### config.mk
export PLATFORM = sky130hd
export DESIGN_NAME = pm_port_output_priority_mux
export DESIGN_NICKNAME = d
export VERILOG_FILES = /design/src/rtl/pm_pkg.sv /design/src/rtl/pm_pin_sync.sv /design/src/rtl/pm_prio_sel.sv /design/src/rtl/pm_port_output_priority_mux.sv
export VERILOG_INCLUDE_DIRS = /design/src /design/src/rtl
export SDC_FILE = /design/constraint.sdc
export NUM_CORES = 1
export LEC_CHECK = 0
export ABC_AREA = 1
export BUFFER_PORTS_ARGS = -buffer_cell sky130_fd_sc_hd__buf_2
export CAP_MARGIN = 15
export CORE_MARGIN = 2
export CORE_UTILIZATION = 44
export DETAILED_ROUTE_END_ITERATION = 8
export PLACE_DENSITY_LB_ADDON = 0.05
export SLEW_MARGIN = 40
export SYNTH_ARGS = -nofsm -noshare
export SYNTH_HDL_FRONTEND = slang
export SYNTH_SLANG_ARGS = --single-unit
### constraint.sdc
create_clock -name ref_clk -period 1.05 [get_ports ref_clk]
set_input_delay 0.0525 -clock ref_clk [delete_from_list [all_inputs] [get_ports ref_clk]]
set_output_delay 0.0525 -clock ref_clk [all_outputs]
set_load 0.02 [all_outputs]
### src/rtl/pm_regs.svh
// What this block does
// - highest enabled peripheral alone controls pin
// - analog inputs connect only in analog mode
// - digital outputs still win in analog mode
// - pin level always reaches input functions
// - overriding inputs hold their rank, pin undriven
// - port A pins 0-3 fixed priority order
// - port A pin 4 fixed priority order
// - port A pin 6 fixed priority order
// - port A pin 7 fixed priority order
// - port B pins 0,1,3,4,5 priority order
// - port B pin 2 fixed priority order
// - port B pin 6 fixed priority order
// - port B pin 7 fixed priority order
// - A5 never drives; pull-up forced by master clear
// - alternate-pin selects move functions between pins
// - larger-variant functions absent on small variant
`ifndef PM_REGS_SVH
`define PM_REGS_SVH

// reset values of the pin drivers
`define PM_RST_OUT 16'h0000
`define PM_RST_OE_N 16'hFFFF
`define PM_RST_PULLUP 8'h00

// pins that own an analog-select bit
`define PM_ANALOG_MASK_A 8'h1F
`define PM_ANALOG_MASK_B 8'hFE

// position of the input-only pin on port A
`define PM_INPUT_ONLY_PIN 5

`endif

### src/rtl/pm_pkg.sv
`default_nettype none
package pm_pkg;

  // one candidate driver of a pin
  typedef struct packed {
    logic en;   // claims the pin
    logic val;  // level to drive
    logic oe;   // 1 when the pin is actually driven
  } pm_src_s;

  // every peripheral output that can claim a pin
  typedef struct packed {
    pm_src_s serial_data_out_2;
    pm_src_s slave_select_2;
    pm_src_s dac_output;
    pm_src_s sr_latch_q;
    pm_src_s sr_latch_q_inverted;
    pm_src_s capture_compare_1;
    pm_src_s capture_compare_2;
    pm_src_s capture_compare_3;
    pm_src_s capture_compare_4;
    pm_src_s comparator1_output;
    pm_src_s comparator2_output;
    pm_src_s timer0_clock_input;
    pm_src_s oscillator_output;
    pm_src_s oscillator_clock_input;
    pm_src_s instruction_clock_out;
    pm_src_s reference_clock_out;
    pm_src_s serial_data_out_1;
    pm_src_s pwm1_output_a;
    pm_src_s pwm1_output_b;
    pm_src_s pwm1_output_c;
    pm_src_s pwm1_output_d;
    pm_src_s pwm2_output_a;
    pm_src_s pwm2_output_b;
    pm_src_s i2c_data_1;
    pm_src_s i2c_data_2;
    pm_src_s i2c_clock_1;
    pm_src_s i2c_clock_2;
    pm_src_s spi_clock_1;
    pm_src_s spi_clock_2;
    pm_src_s serial_transmit_or_clock;
    pm_src_s serial_receive_or_data;
    pm_src_s modulator_output;
    pm_src_s programming_clock;
    pm_src_s programming_data;
    pm_src_s timer1_osc_input;
    pm_src_s timer1_osc_output;
  } pm_periph_s;

  // alternate-pin selects, 1 moves the function off its default pin
  typedef struct packed {
    logic rx_alt;    // receive/data: port B 1 -> port B 2
    logic tx_alt;    // transmit/clock: port B 2 -> port B 5
    logic serial_data_out_1_alt;  // serial data out 1: port B 2 -> port A 6
    logic capture_compare_1_alt;  // capture 1 / pwm1 A: port B 3 -> port B 0
    logic p1c_alt;   // pwm1 C: port B 6 -> port A 7
    logic p1d_alt;   // pwm1 D: port B 7 -> port A 6
    logic capture_compare_2_alt;  // capture 2: port B 6 -> port A 7
    logic p2a_alt;   // pwm2 A: port B 6 -> port A 7
    logic p2b_alt;   // pwm2 B: port B 7 -> port A 6
  } pm_alt_s;

endpackage : pm_pkg
`default_nettype wire

### src/rtl/pm_pin_sync.sv
`default_nettype none
module pm_pin_sync #(
  parameter int W = 16
) (
  // clock and reset
  input wire logic ref_clk,
  input wire logic reset,
  // raw pin levels and filtered result
  input wire logic [W-1:0] d,
  output logic [W-1:0] q
);

  logic [W-1:0] s1_q;
  logic [W-1:0] s2_q;
  logic [W-1:0] s3_q;

  // three-stage capture chain
  always_ff @(posedge ref_clk) begin
    if (reset) begin
      s1_q <= '0;
      s2_q <= '0;
      s3_q <= '0;
    end else begin
      s1_q <= d;
      s2_q <= s1_q;
      s3_q <= s2_q;
    end
  end

  // a change is accepted once stages two and three agree
  always_ff @(posedge ref_clk) begin
    if (reset) begin
      q <= '0;
    end else begin
      q <= ((s2_q ~^ s3_q) & s2_q) | ((s2_q ^ s3_q) & q);
    end
  end

endmodule : pm_pin_sync
`default_nettype wire

### src/rtl/pm_prio_sel.sv
`default_nettype none
module pm_prio_sel #(
  parameter int N = 2
) (
  // candidates, index N-1 highest, index 0 the port latch
  input wire pm_pkg::pm_src_s [N-1:0] src,
  // chosen driver
  output var pm_pkg::pm_src_s win,
  output logic periph_win
);

  // later (higher) enabled entries overwrite lower ones
  always_comb begin
    win = src[0];
    periph_win = 1'b0;
    for (int i = 1; i < N; i++) begin
      if (src[i].en) begin
        win = src[i];
        periph_win = 1'b1;
      end
    end
  end

endmodule : pm_prio_sel
`default_nettype wire

### src/rtl/pm_port_output_priority_mux.sv
`include "pm_regs.svh"
`default_nettype none
module pm_port_output_priority_mux #(
  parameter bit LARGE_VARIANT = 1'b1
) (
  // clock and reset
  input wire logic ref_clk,
  input wire logic reset,
  // port data latches
  input wire logic [7:0] port_a_latch,
  input wire logic [7:0] port_b_latch,
  // direction, 1 = input
  input wire logic [7:0] port_a_dir_in,
  input wire logic [7:0] port_b_dir_in,
  // analog select per pin
  input wire logic [7:0] analog_select_a,
  input wire logic [7:0] analog_select_b,
  // peripheral outputs and pin relocation
  input wire pm_pkg::pm_periph_s periph,
  input wire pm_pkg::pm_alt_s alt_sel,
  // configuration word and pull-up controls
  input wire logic osc_out_cfg,
  input wire logic osc_in_cfg,
  input wire logic master_clear_enable,
  input wire logic pullup_user_a5,
  input wire logic [7:0] pullup_user_b,
  // package pins
  input wire logic [7:0] pin_a_in,
  input wire logic [7:0] pin_b_in,
  output logic [7:0] pin_a_out,
  output logic [7:0] pin_a_oe_n,
  output logic [7:0] pin_b_out,
  output logic [7:0] pin_b_oe_n,
  output logic pin_a5_pullup,
  output logic [7:0] pin_b_pullup,
  // toward the peripherals
  output logic [7:0] level_a,
  output logic [7:0] level_b,
  output logic [7:0] analog_conn_a,
  output logic [7:0] analog_conn_b,
  output logic [15:0] periph_owns
);

  ////////////////////////////////////////////////////////////////////////
  // helpers

  // candidate that only counts when its pin currently hosts it
  function automatic pm_pkg::pm_src_s here(input pm_pkg::pm_src_s s,
                                           input logic ok);
    pm_pkg::pm_src_s r;
    r = s;
    r.en = s.en & ok;
    return r;
  endfunction : here

  // the port latch, always enabled, lowest rank
  function automatic pm_pkg::pm_src_s latch(input logic v,
                                            input logic dir_in);
    pm_pkg::pm_src_s r;
    r.en = 1'b1;
    r.val = v;
    r.oe = ~dir_in;
    return r;
  endfunction : latch

  ////////////////////////////////////////////////////////////////////////
  // variant trimming

  pm_pkg::pm_periph_s g;
  pm_pkg::pm_src_s cp1;
  pm_pkg::pm_src_s [15:0] lat;
  pm_pkg::pm_src_s [15:0] win;
  logic [15:0] own;
  logic [15:0] lat_dir;
  logic [15:0] lat_val;

  // small variant drops the second serial port, capture_compare_2-4 and pwm2
  always_comb begin
    g = periph;
    if (!LARGE_VARIANT) begin
      g.serial_data_out_2.en = 1'b0;
      g.slave_select_2.en = 1'b0;
      g.capture_compare_2.en = 1'b0;
      g.capture_compare_3.en = 1'b0;
      g.capture_compare_4.en = 1'b0;
      g.pwm2_output_a.en = 1'b0;
      g.pwm2_output_b.en = 1'b0;
      g.i2c_data_2.en = 1'b0;
      g.i2c_clock_2.en = 1'b0;
      g.spi_clock_2.en = 1'b0;
    end
  end

  // capture 1 and pwm1 A share one slot; capture wins inside it
  always_comb begin
    cp1 = g.capture_compare_1.en ? g.capture_compare_1 : g.pwm1_output_a;
  end

  ////////////////////////////////////////////////////////////////////////
  // port latch candidates

  assign lat_dir = {port_b_dir_in, port_a_dir_in};
  assign lat_val = {port_b_latch, port_a_latch};

  // one latch entry per pin
  for (genvar i = 0; i < 16; i++) begin : g_lat
    assign lat[i] = latch(lat_val[i], lat_dir[i]);
  end

  ////////////////////////////////////////////////////////////////////////
  // port A resolvers

  // pin 0: serial data out 2
  pm_prio_sel #(.N(2)) u_a0 (
    .src({g.serial_data_out_2, lat[0]}),
    .win(win[0]),
    .periph_win(own[0])
  );

  // pin 1: slave select 2
  pm_prio_sel #(.N(2)) u_a1 (
    .src({g.slave_select_2, lat[1]}),
    .win(win[1]),
    .periph_win(own[1])
  );

  // pin 2: dac output
  pm_prio_sel #(.N(2)) u_a2 (
    .src({g.dac_output, lat[2]}),
    .win(win[2]),
    .periph_win(own[2])
  );

  // pin 3: sr latch, capture 3, comparator 1
  pm_prio_sel #(.N(4)) u_a3 (
    .src({g.sr_latch_q, g.capture_compare_3,
          g.comparator1_output, lat[3]}),
    .win(win[3]),
    .periph_win(own[3])
  );

  // pin 4: timer0 clock input ranks as an overriding input
  pm_prio_sel #(.N(5)) u_a4 (
    .src({g.sr_latch_q_inverted, g.capture_compare_4,
          g.timer0_clock_input, g.comparator2_output, lat[4]}),
    .win(win[4]),
    .periph_win(own[4])
  );

  // pin 5 is input only: never driven
  assign win[5] = '{en: 1'b1, val: 1'b0, oe: 1'b0};
  assign own[5] = 1'b0;

  // pin 6: oscillator output gated by the configuration word
  pm_prio_sel #(.N(7)) u_a6 (
    .src({here(g.oscillator_output, osc_out_cfg),
          g.instruction_clock_out, g.reference_clock_out,
          here(g.serial_data_out_1, alt_sel.serial_data_out_1_alt),
          here(g.pwm1_output_d, alt_sel.p1d_alt),
          here(g.pwm2_output_b, alt_sel.p2b_alt),
          lat[6]}),
    .win(win[6]),
    .periph_win(own[6])
  );

  // pin 7: oscillator input gated by the configuration word
  pm_prio_sel #(.N(5)) u_a7 (
    .src({here(g.oscillator_clock_input, osc_in_cfg),
          here(g.pwm1_output_c, alt_sel.p1c_alt),
          here(g.capture_compare_2, alt_sel.capture_compare_2_alt),
          here(g.pwm2_output_a, alt_sel.p2a_alt),
          lat[7]}),
    .win(win[7]),
    .periph_win(own[7])
  );

  ////////////////////////////////////////////////////////////////////////
  // port B resolvers

  // pin 0: pwm1 A at its alternate home
  pm_prio_sel #(.N(2)) u_b0 (
    .src({here(cp1, alt_sel.capture_compare_1_alt), lat[8]}),
    .win(win[8]),
    .periph_win(own[8])
  );

  // pin 1: i2c data 1, then receive/data at its default home
  pm_prio_sel #(.N(3)) u_b1 (
    .src({g.i2c_data_1,
          here(g.serial_receive_or_data, ~alt_sel.rx_alt),
          lat[9]}),
    .win(win[9]),
    .periph_win(own[9])
  );

  // pin 2: i2c data 2, then three relocatable serial functions
  pm_prio_sel #(.N(5)) u_b2 (
    .src({g.i2c_data_2,
          here(g.serial_transmit_or_clock, ~alt_sel.tx_alt),
          here(g.serial_receive_or_data, alt_sel.rx_alt),
          here(g.serial_data_out_1, ~alt_sel.serial_data_out_1_alt),
          lat[10]}),
    .win(win[10]),
    .periph_win(own[10])
  );

  // pin 3: modulator, then capture 1 / pwm1 A at default home
  pm_prio_sel #(.N(3)) u_b3 (
    .src({g.modulator_output, here(cp1, ~alt_sel.capture_compare_1_alt),
          lat[11]}),
    .win(win[11]),
    .periph_win(own[11])
  );

  // pin 4: i2c clock 1, spi clock 1
  pm_prio_sel #(.N(3)) u_b4 (
    .src({g.i2c_clock_1, g.spi_clock_1, lat[12]}),
    .win(win[12]),
    .periph_win(own[12])
  );

  // pin 5: i2c clock 2, relocated transmit, spi clock 2, pwm1 B
  pm_prio_sel #(.N(5)) u_b5 (
    .src({g.i2c_clock_2,
          here(g.serial_transmit_or_clock, alt_sel.tx_alt),
          g.spi_clock_2, g.pwm1_output_b, lat[13]}),
    .win(win[13]),
    .periph_win(own[13])
  );

  // pin 6: programming clock outranks everything
  pm_prio_sel #(.N(6)) u_b6 (
    .src({g.programming_clock, g.timer1_osc_input,
          here(g.pwm1_output_c, ~alt_sel.p1c_alt),
          here(g.capture_compare_2, ~alt_sel.capture_compare_2_alt),
          here(g.pwm2_output_a, ~alt_sel.p2a_alt),
          lat[14]}),
    .win(win[14]),
    .periph_win(own[14])
  );

  // pin 7: programming data outranks everything
  pm_prio_sel #(.N(5)) u_b7 (
    .src({g.programming_data, g.timer1_osc_output,
          here(g.pwm1_output_d, ~alt_sel.p1d_alt),
          here(g.pwm2_output_b, ~alt_sel.p2b_alt),
          lat[15]}),
    .win(win[15]),
    .periph_win(own[15])
  );

  ////////////////////////////////////////////////////////////////////////
  // pin drivers

  localparam logic [15:0] RST_OUT = `PM_RST_OUT;
  logic [15:0] out_q;
  logic [15:0] oe_n_q;
  logic [15:0] own_q;

  // winner drives regardless of analog mode
  for (genvar i = 0; i < 16; i++) begin : g_drv
    always_ff @(posedge ref_clk) begin
      if (reset) begin
        out_q[i] <= RST_OUT[i];
        oe_n_q[i] <= 1'b1;
        own_q[i] <= 1'b0;
      end else begin
        out_q[i] <= win[i].val;
        oe_n_q[i] <= ~win[i].oe;
        own_q[i] <= own[i];
      end
    end
  end

  assign pin_a_out = out_q[7:0];
  assign pin_a_oe_n = oe_n_q[7:0];
  assign pin_b_out = out_q[15:8];
  assign pin_b_oe_n = oe_n_q[15:8];
  assign periph_owns = own_q;

  ////////////////////////////////////////////////////////////////////////
  // pull-ups

  // master clear forces the pull-up on its pin
  always_ff @(posedge ref_clk) begin
    if (reset) begin
      pin_a5_pullup <= 1'b0;
    end else begin
      pin_a5_pullup <= master_clear_enable | pullup_user_a5;
    end
  end

  // port B weak pull-ups drop while the pin is driven
  always_ff @(posedge ref_clk) begin
    if (reset) begin
      pin_b_pullup <= `PM_RST_PULLUP;
    end else begin
      pin_b_pullup <= pullup_user_b & ~{win[15].oe, win[14].oe,
        win[13].oe, win[12].oe, win[11].oe, win[10].oe,
        win[9].oe, win[8].oe};
    end
  end

  ////////////////////////////////////////////////////////////////////////
  // input side

  // analog inputs join the pin only in analog mode
  always_ff @(posedge ref_clk) begin
    if (reset) begin
      analog_conn_a <= 8'h00;
      analog_conn_b <= 8'h00;
    end else begin
      analog_conn_a <= analog_select_a & `PM_ANALOG_MASK_A;
      analog_conn_b <= analog_select_b & `PM_ANALOG_MASK_B;
    end
  end

  // pin levels reach input functions whatever the direction
  pm_pin_sync #(.W(16)) u_sync (
    .ref_clk(ref_clk),
    .reset(reset),
    .d({pin_b_in, pin_a_in}),
    .q({level_b, level_a})
  );

endmodule : pm_port_output_priority_mux
`default_nettype wire

==> results.yml, run 1 <==
outcome:
  status: "finished, final reports clean"
floorplan:
  core_um2: 10900
  ios: 284
  fp.dieH_um: 110
  die_area_um2: 12200
  num_rows: 38
  die_w_um: 110
  initial_core_util_pct: 45.6
critical_path:
  worst-path-max-fanout: 4
  startpoint: "periph[56]"
  cp_data_arrival_time_ps: 1320
  worstReg2RegStart: "u_sync.s3_q[8]"
  end_kind: "flip-flop"
  worstSetupStartpointType: "input port"
  r2r_slack_ps: 70
  cp.required_ps: 1340
  crit_type: "in2reg"
clock_tree:
  cts_root_buf: "clkbuf_16"
  cts_buffer_depth: 2
  clkTransAtPathRegs_ps: 60
  cts.sinks: 130
  cts_tree: "built"
  cts_buffers: 17
  clk_latency_ps: 400
  htree_levels: 4
synthesis:
  ys_types: 32
  yosysWarnings: 0
  syn_inst: 652
  syn_area_um2: 4980
  synth.avg_cell_area_um2: 7.64
  yosysSeqAreaShare_pct: 52.2
  synth.ff_latch_count: 130
drt:
  dr_total_vias: 5506
  drt_iter0_drc: 319
  wl_um: 15800
  antenna_left: 0
  routedWlPerCell_um: 13.1
  routed_via_density: 4.59
  drc_errors: 0
  dr.pass1.iters: 4
pwr:
  switching_share_pct: 24.3
  p_sw_uw: 3170
  p_per_area_nw_per_um2: 1580
  p_int_uw: 9870
  combPwrFrac_pct: 14.5
  power_frac_seq_pct: 40.2
  p_clk_share_pct: 45.3
  peakVddDrop_uv: 1660
  leakagePower_uw: 0.00447
worst_hold_path:
  hp-class: "in2reg"
  hp-start: "port_a_dir_in[4]"
sta:
  fin_hold_ws_ps: 8.59
  fmax_mhz: 966
  fin_crit_ps: 1030
  report.final.hold_viol_count: 0
  finalSetupTns_ps: 0
  fin_crit_sh_pct: 98.5
  setup_viol: 0
  drv_slew: 0
  layout_setup_ws_ps: 15.3
  rsz0062_at_grt: "false"
  clock_skew_ps: 4.33
cells_and_area:
  finalNetCount: 1256
  layout-drive-gt1-share_pct: 30.3
  layout_common_cells: "buf_2, dfxtp_1, nor2_1"
  layout_commonest_cell: "buf_2"
  area_growth_pct: 65.5
  final_core_util_pct: 75.4
  final_cell_area_um2: 8250
grt:
  grt_antenna_before_repair: 2
  grt_max_degree: 75
  grt_pass1_wl_um: 25300
  grt.total_usage_pct: 25.8
  overflow: 0
  grt_pass1_vias: 5653
placement:
  hpwl_um: 10900
  portBuffers: 270
  place_congestion: 0.932
  dp_worst_setup_slack_ps: 111
  place_area_um2: 6460
run:
  drv_cap: 0
==> logic make-up (layout without fill, tap and decap cells) <==
logic type      count (synthesis)  after routing  synth area share (%)
simple gates                  267            267                  21.4
mux                             1              1                 0.201
fa+ha+maj                      16             16                  4.02
buf+inv                       145            546                  11.7
compound gates                 91             91                  10.3
other cells                     2              8                 0.151
flops                         130            130                  52.2
==> layout make-up <==
cell class,count,area [µm²]
diodes,1,2.50
clock buffers,18,439
clock inverters,14,163
fillers,828,2690
inverters,125,470
multi-input cells,382,1850
flip-flops and latches,130,2600
well taps,140,175
repair buffers,389,2550
==> power by group through the flow <==
| stage | clock network (µW) | registers [µW] | logic, µW |
|---|---|---|---|
| 3_3_place_gp | 0 | 5340 | 1460 |
| 2_1_floorplan | 0 | 5570 | 586 |
| 3_5_place_dp | 0 | 5350 | 1490 |
| 6_report | 5910 | 5250 | 1890 |
| 5_1_grt | 6240 | 5270 | 2080 |
| 4_1_cts | 5980 | 5250 | 1840 |
==> Yosys cell counts (all sizes together) <==
cell	n	area share (%)
or2	4	0.50
mux2i	1	0.20
o21ai	31	3.2
a31oi	5	0.63
dfxtp	130	52
nor2	126	9.6
clkinv	1	0.075
conb	2	0.15
buf	19	2.2
clkbuf	1	0.075
nand2	104	7.9
ha	16	4.0
nand3b	1	0.15
nand3	31	3.1
o22ai	1	0.13
a21oi	41	4.2
o21a	1	0.15
o21bai	1	0.23
inv	124	9.3
o211ai	7	1.1
a41oi	4	0.70
nand4	1	0.13
==> path summary, 6_finish.rpt <==
kind	end	cells after the start
worst min-delay path	pin_a_oe_n[4]	5
worst max-delay path	pin_b_oe_n[0]	5
worst min register to register	u_sync.s2_q[1]	2
worst max register to register	u_sync.q[8]	3
==> state kept, by name, indices dropped and copies added, names as in the netlist <==
signal and count:
pin_b_out 8, pin_a_oe_n 7, pin_b_oe_n 8, u_sync.q 16, pin_b_pullup 8, u_sync.s2_q 16
periph_owns 15, u_sync.s1_q 16, pin_a5_pullup 1, pin_a_out 7, u_sync.s3_q 16, analog_conn_b 7
analog_conn_a 5
==> worst max-delay path, cell delays in order <==
cell,delay [ps]
dlygate4sd3_1,550
buf_2,170
o21ai_4,200
mux2i_2,280
nand2_1,70
==> repair_timing <==
| item | 4_1_cts | 5_1_grt |
|---|---|---|
| buffers inserted | 0 | 0 |
| endpoints found under the hold margin | 76 | 1 |
| hold buffers | 115 | 1 |
| setup endpoints to repair | 0 | 7 |
| gates resized for setup | 0 | 10 |
==> per-stage QoR <==
step           total power (µW)  instances
2_1_floorplan              6160        657
3_3_place_gp               6810       1051
3_5_place_dp               6840       1051
4_1_cts                   13100       1198
5_1_grt                   13600       1199
6_report                  13000       1199
==> metal layers <==
| metal | share of wire [%] | track usage, % |
|---|---|---|
| met2 | 53 | 48.1 |
| met4 | 4.5 | 13.8 |
| met3 | 6.4 | 7.96 |
| met1 | 36 | 25.2 |
| met5 | 0 | 0 |
Power figures use the tool's default switching activity.
==> run 2, diff against run 1 <==
- CORE_AREA: default -> 2 2 110 112
- CORE_MARGIN: 2 -> default
- CORE_UTILIZATION: 44 -> default
- DIE_AREA: default -> 0 0 112 114
- clock period: 1.05 -> 1.3 ns (I/O delays scaled with it)
==> run 2 against run 1 <==
  * Die area increased by 4.7%
  * Global-route usage down 2.3 points
  * Clock-buffer cell count is 1 higher
  * Core utilization shrank 5.0 points
  * Via count fell by 0.49%
  * Clock skew increased by 0.75 ps
  * First-iteration DRC count is 42% lower
  * Sequential cell count did not move
  * Setup slack improved by 17 ps
  * Register-to-register slack better by 320 ps
  * Largest cell class unchanged
==> results.yml, run 2 (synthesized netlist as in run 1, its figures left out) <==
outcome:
  status: "finished, final reports clean"
cells_and_area:
  fill_cells: 972
  seqCellArea_um2: 2600
  final_core_util_pct: 70.4
  layout_common_cells: "buf_2, dfxtp_1, nor2_1"
  layout_commonest_cell: "buf_2"
  area_growth_pct: 65.5
  layout-drive-gt1-share_pct: 30.2
  multi_input_area_um2: 1830
  finalNetCount: 1256
drt:
  met1_length_um: 5480
  wl_met3_um: 1020
  dr_total_vias: 5479
  dr.pass1.iters: 4
  routedWlPerCell_um: 12.5
  highest_layer: "met5"
  drt_iter0_drc: 186
  drc_errors: 0
  antenna_left: 0
  wl_um: 15100
  routed_via_density: 4.53
  dr_wl_met2_um: 8050
pwr:
  combPwrFrac_pct: 14.6
  total_power_uw: 10400
  p_clk_share_pct: 44.9
  switching_share_pct: 25.0
  peakVddDrop_uv: 968
  power_frac_seq_pct: 40.5
  p_int_uw: 7830
  leakagePower_uw: 0.00447
  p_per_area_nw_per_um2: 1270
  p_sw_uw: 2620
critical_path:
  rr_worst_depth: 3
  cp_data_arrival_time_ps: 1610
  crit_type: "in2reg"
  r2r_slack_ps: 390
  cp.required_ps: 1650
  worstSetupStartpointType: "input port"
  end_kind: "flip-flop"
  worst-path-max-fanout: 2
  reg2reg_to: "u_sync.q[8]"
  worstReg2RegStart: "u_sync.s3_q[8]"
worst_hold_path:
  hp-start: "port_a_dir_in[4]"
  hp-class: "in2reg"
  holdPathEnd: "pin_a_oe_n[4]"
  hold_depth: 5
floorplan:
  die_area_um2: 12800
  fp.dieH_um: 114
  die_w_um: 112
  initial_core_util_pct: 42.6
  ios: 284
  num_rows: 40
  core_um2: 11700
sta:
  fin_hold_ws_ps: 17.2
  drv_slew: 0
  clock_skew_ps: 5.08
  setup_viol: 0
  finalSetupTns_ps: 0
  report.final.hold_viol_count: 0
  rsz0062_at_grt: "false"
  fmax_mhz: 789
  fin_crit_sh_pct: 97.5
  fin_crit_ps: 1270
grt:
  grt_antenna_before_repair: 5
  grt_pass1_vias: 5465
  grt_max_degree: 88
  overflow: 0
  grt.total_usage_pct: 23.5
  grt_pass1_wl_um: 23900
clock_tree:
  htree_levels: 4
  cts_tree: "built"
  clkTransAtPathRegs_ps: 60
  clk_latency_ps: 400
  cts_buffers: 17
  cts_buffer_depth: 2
  cts_root_buf: "clkbuf_16"
  cts.sinks: 130
placement:
  portBuffers: 270
  place_congestion: 0.910
  hpwl_um: 10800
run:
  drv_cap: 0
-- run 2: cell count changes in the layout (fill, tap and decap cells not counted), sizes merged, moves of 2 or more --
| cell | previous run | this run |
|---|---|---|
| diode | 1 | 4 |
| clkinvlp | 1 | 3 |
| clkinv | 11 | 5 |
| inv | 124 | 128 |
-- run 2: metal layers --
layer,up-vias,track usage (%)
li1,2784,-
met1,2455,22.9
met2,191,44.9
met5,-,0
met3,45,7.81
met4,4,10.5
-- run 2: what timing repair did --
item	4_1_cts	5_1_grt
endpoints found under the setup margin	0	7
resized for setup	0	8
hold buffers	117	0
setup buffers	0	1
endpoints found under the hold margin	77	0
-- run 2: layout make-up --
class	instances	share of cell area, %
flip-flops and latches	130	31.6
repair buffers	389	31.0
multi-input cells	382	22.2
inverters	125	5.69
clock buffers	19	5.37
well taps	147	2.23
clock inverters	13	1.84
diodes	4	0.121
-- run 2: worst max-delay path by stage --
stage                                from              end  slack, ps  depth (start not counted)
after floorplan           u_sync.s3_q[10]     u_sync.q[10]        460                          3
after global placement              reset    pin_a_oe_n[4]        330                          5
after detailed placement            reset    pin_a_oe_n[4]        350                          5
after CTS                      alt_sel[7]  periph_owns[13]         30                          7
after global routing          periph[101]    pin_a_oe_n[2]          8                          6
final                           periph[0]  pin_b_pullup[7]         30                          6
-- run 2: worst max-delay path, stage by stage --
cell	delay [ps]
dlygate4sd3_1	540
buf_2	130
o22ai_2	120
inv_1	70
a21oi_1	140
dlygate4sd3_1	550
-- run 2: metrics by stage --
step,instance area (µm²),cells,setup slack (ps)
2_1_floorplan,5000,657,461
3_3_place_gp,6470,1058,329
3_5_place_dp,6470,1058,350
4_1_cts,8230,1207,25.2
5_1_grt,8240,1208,8.10
6_report,8250,1209,32.4
-- run 2: power groups by stage --
stage               Combinational, µW  Sequential [µW]  Clock (µW)
finish                           1520             4240        4690
detailed placement               1210             4320           0
global placement                 1190             4320           0
floorplan                         473             4500           0
CTS                              1500             4240        4780
global route                     1680             4250        4960
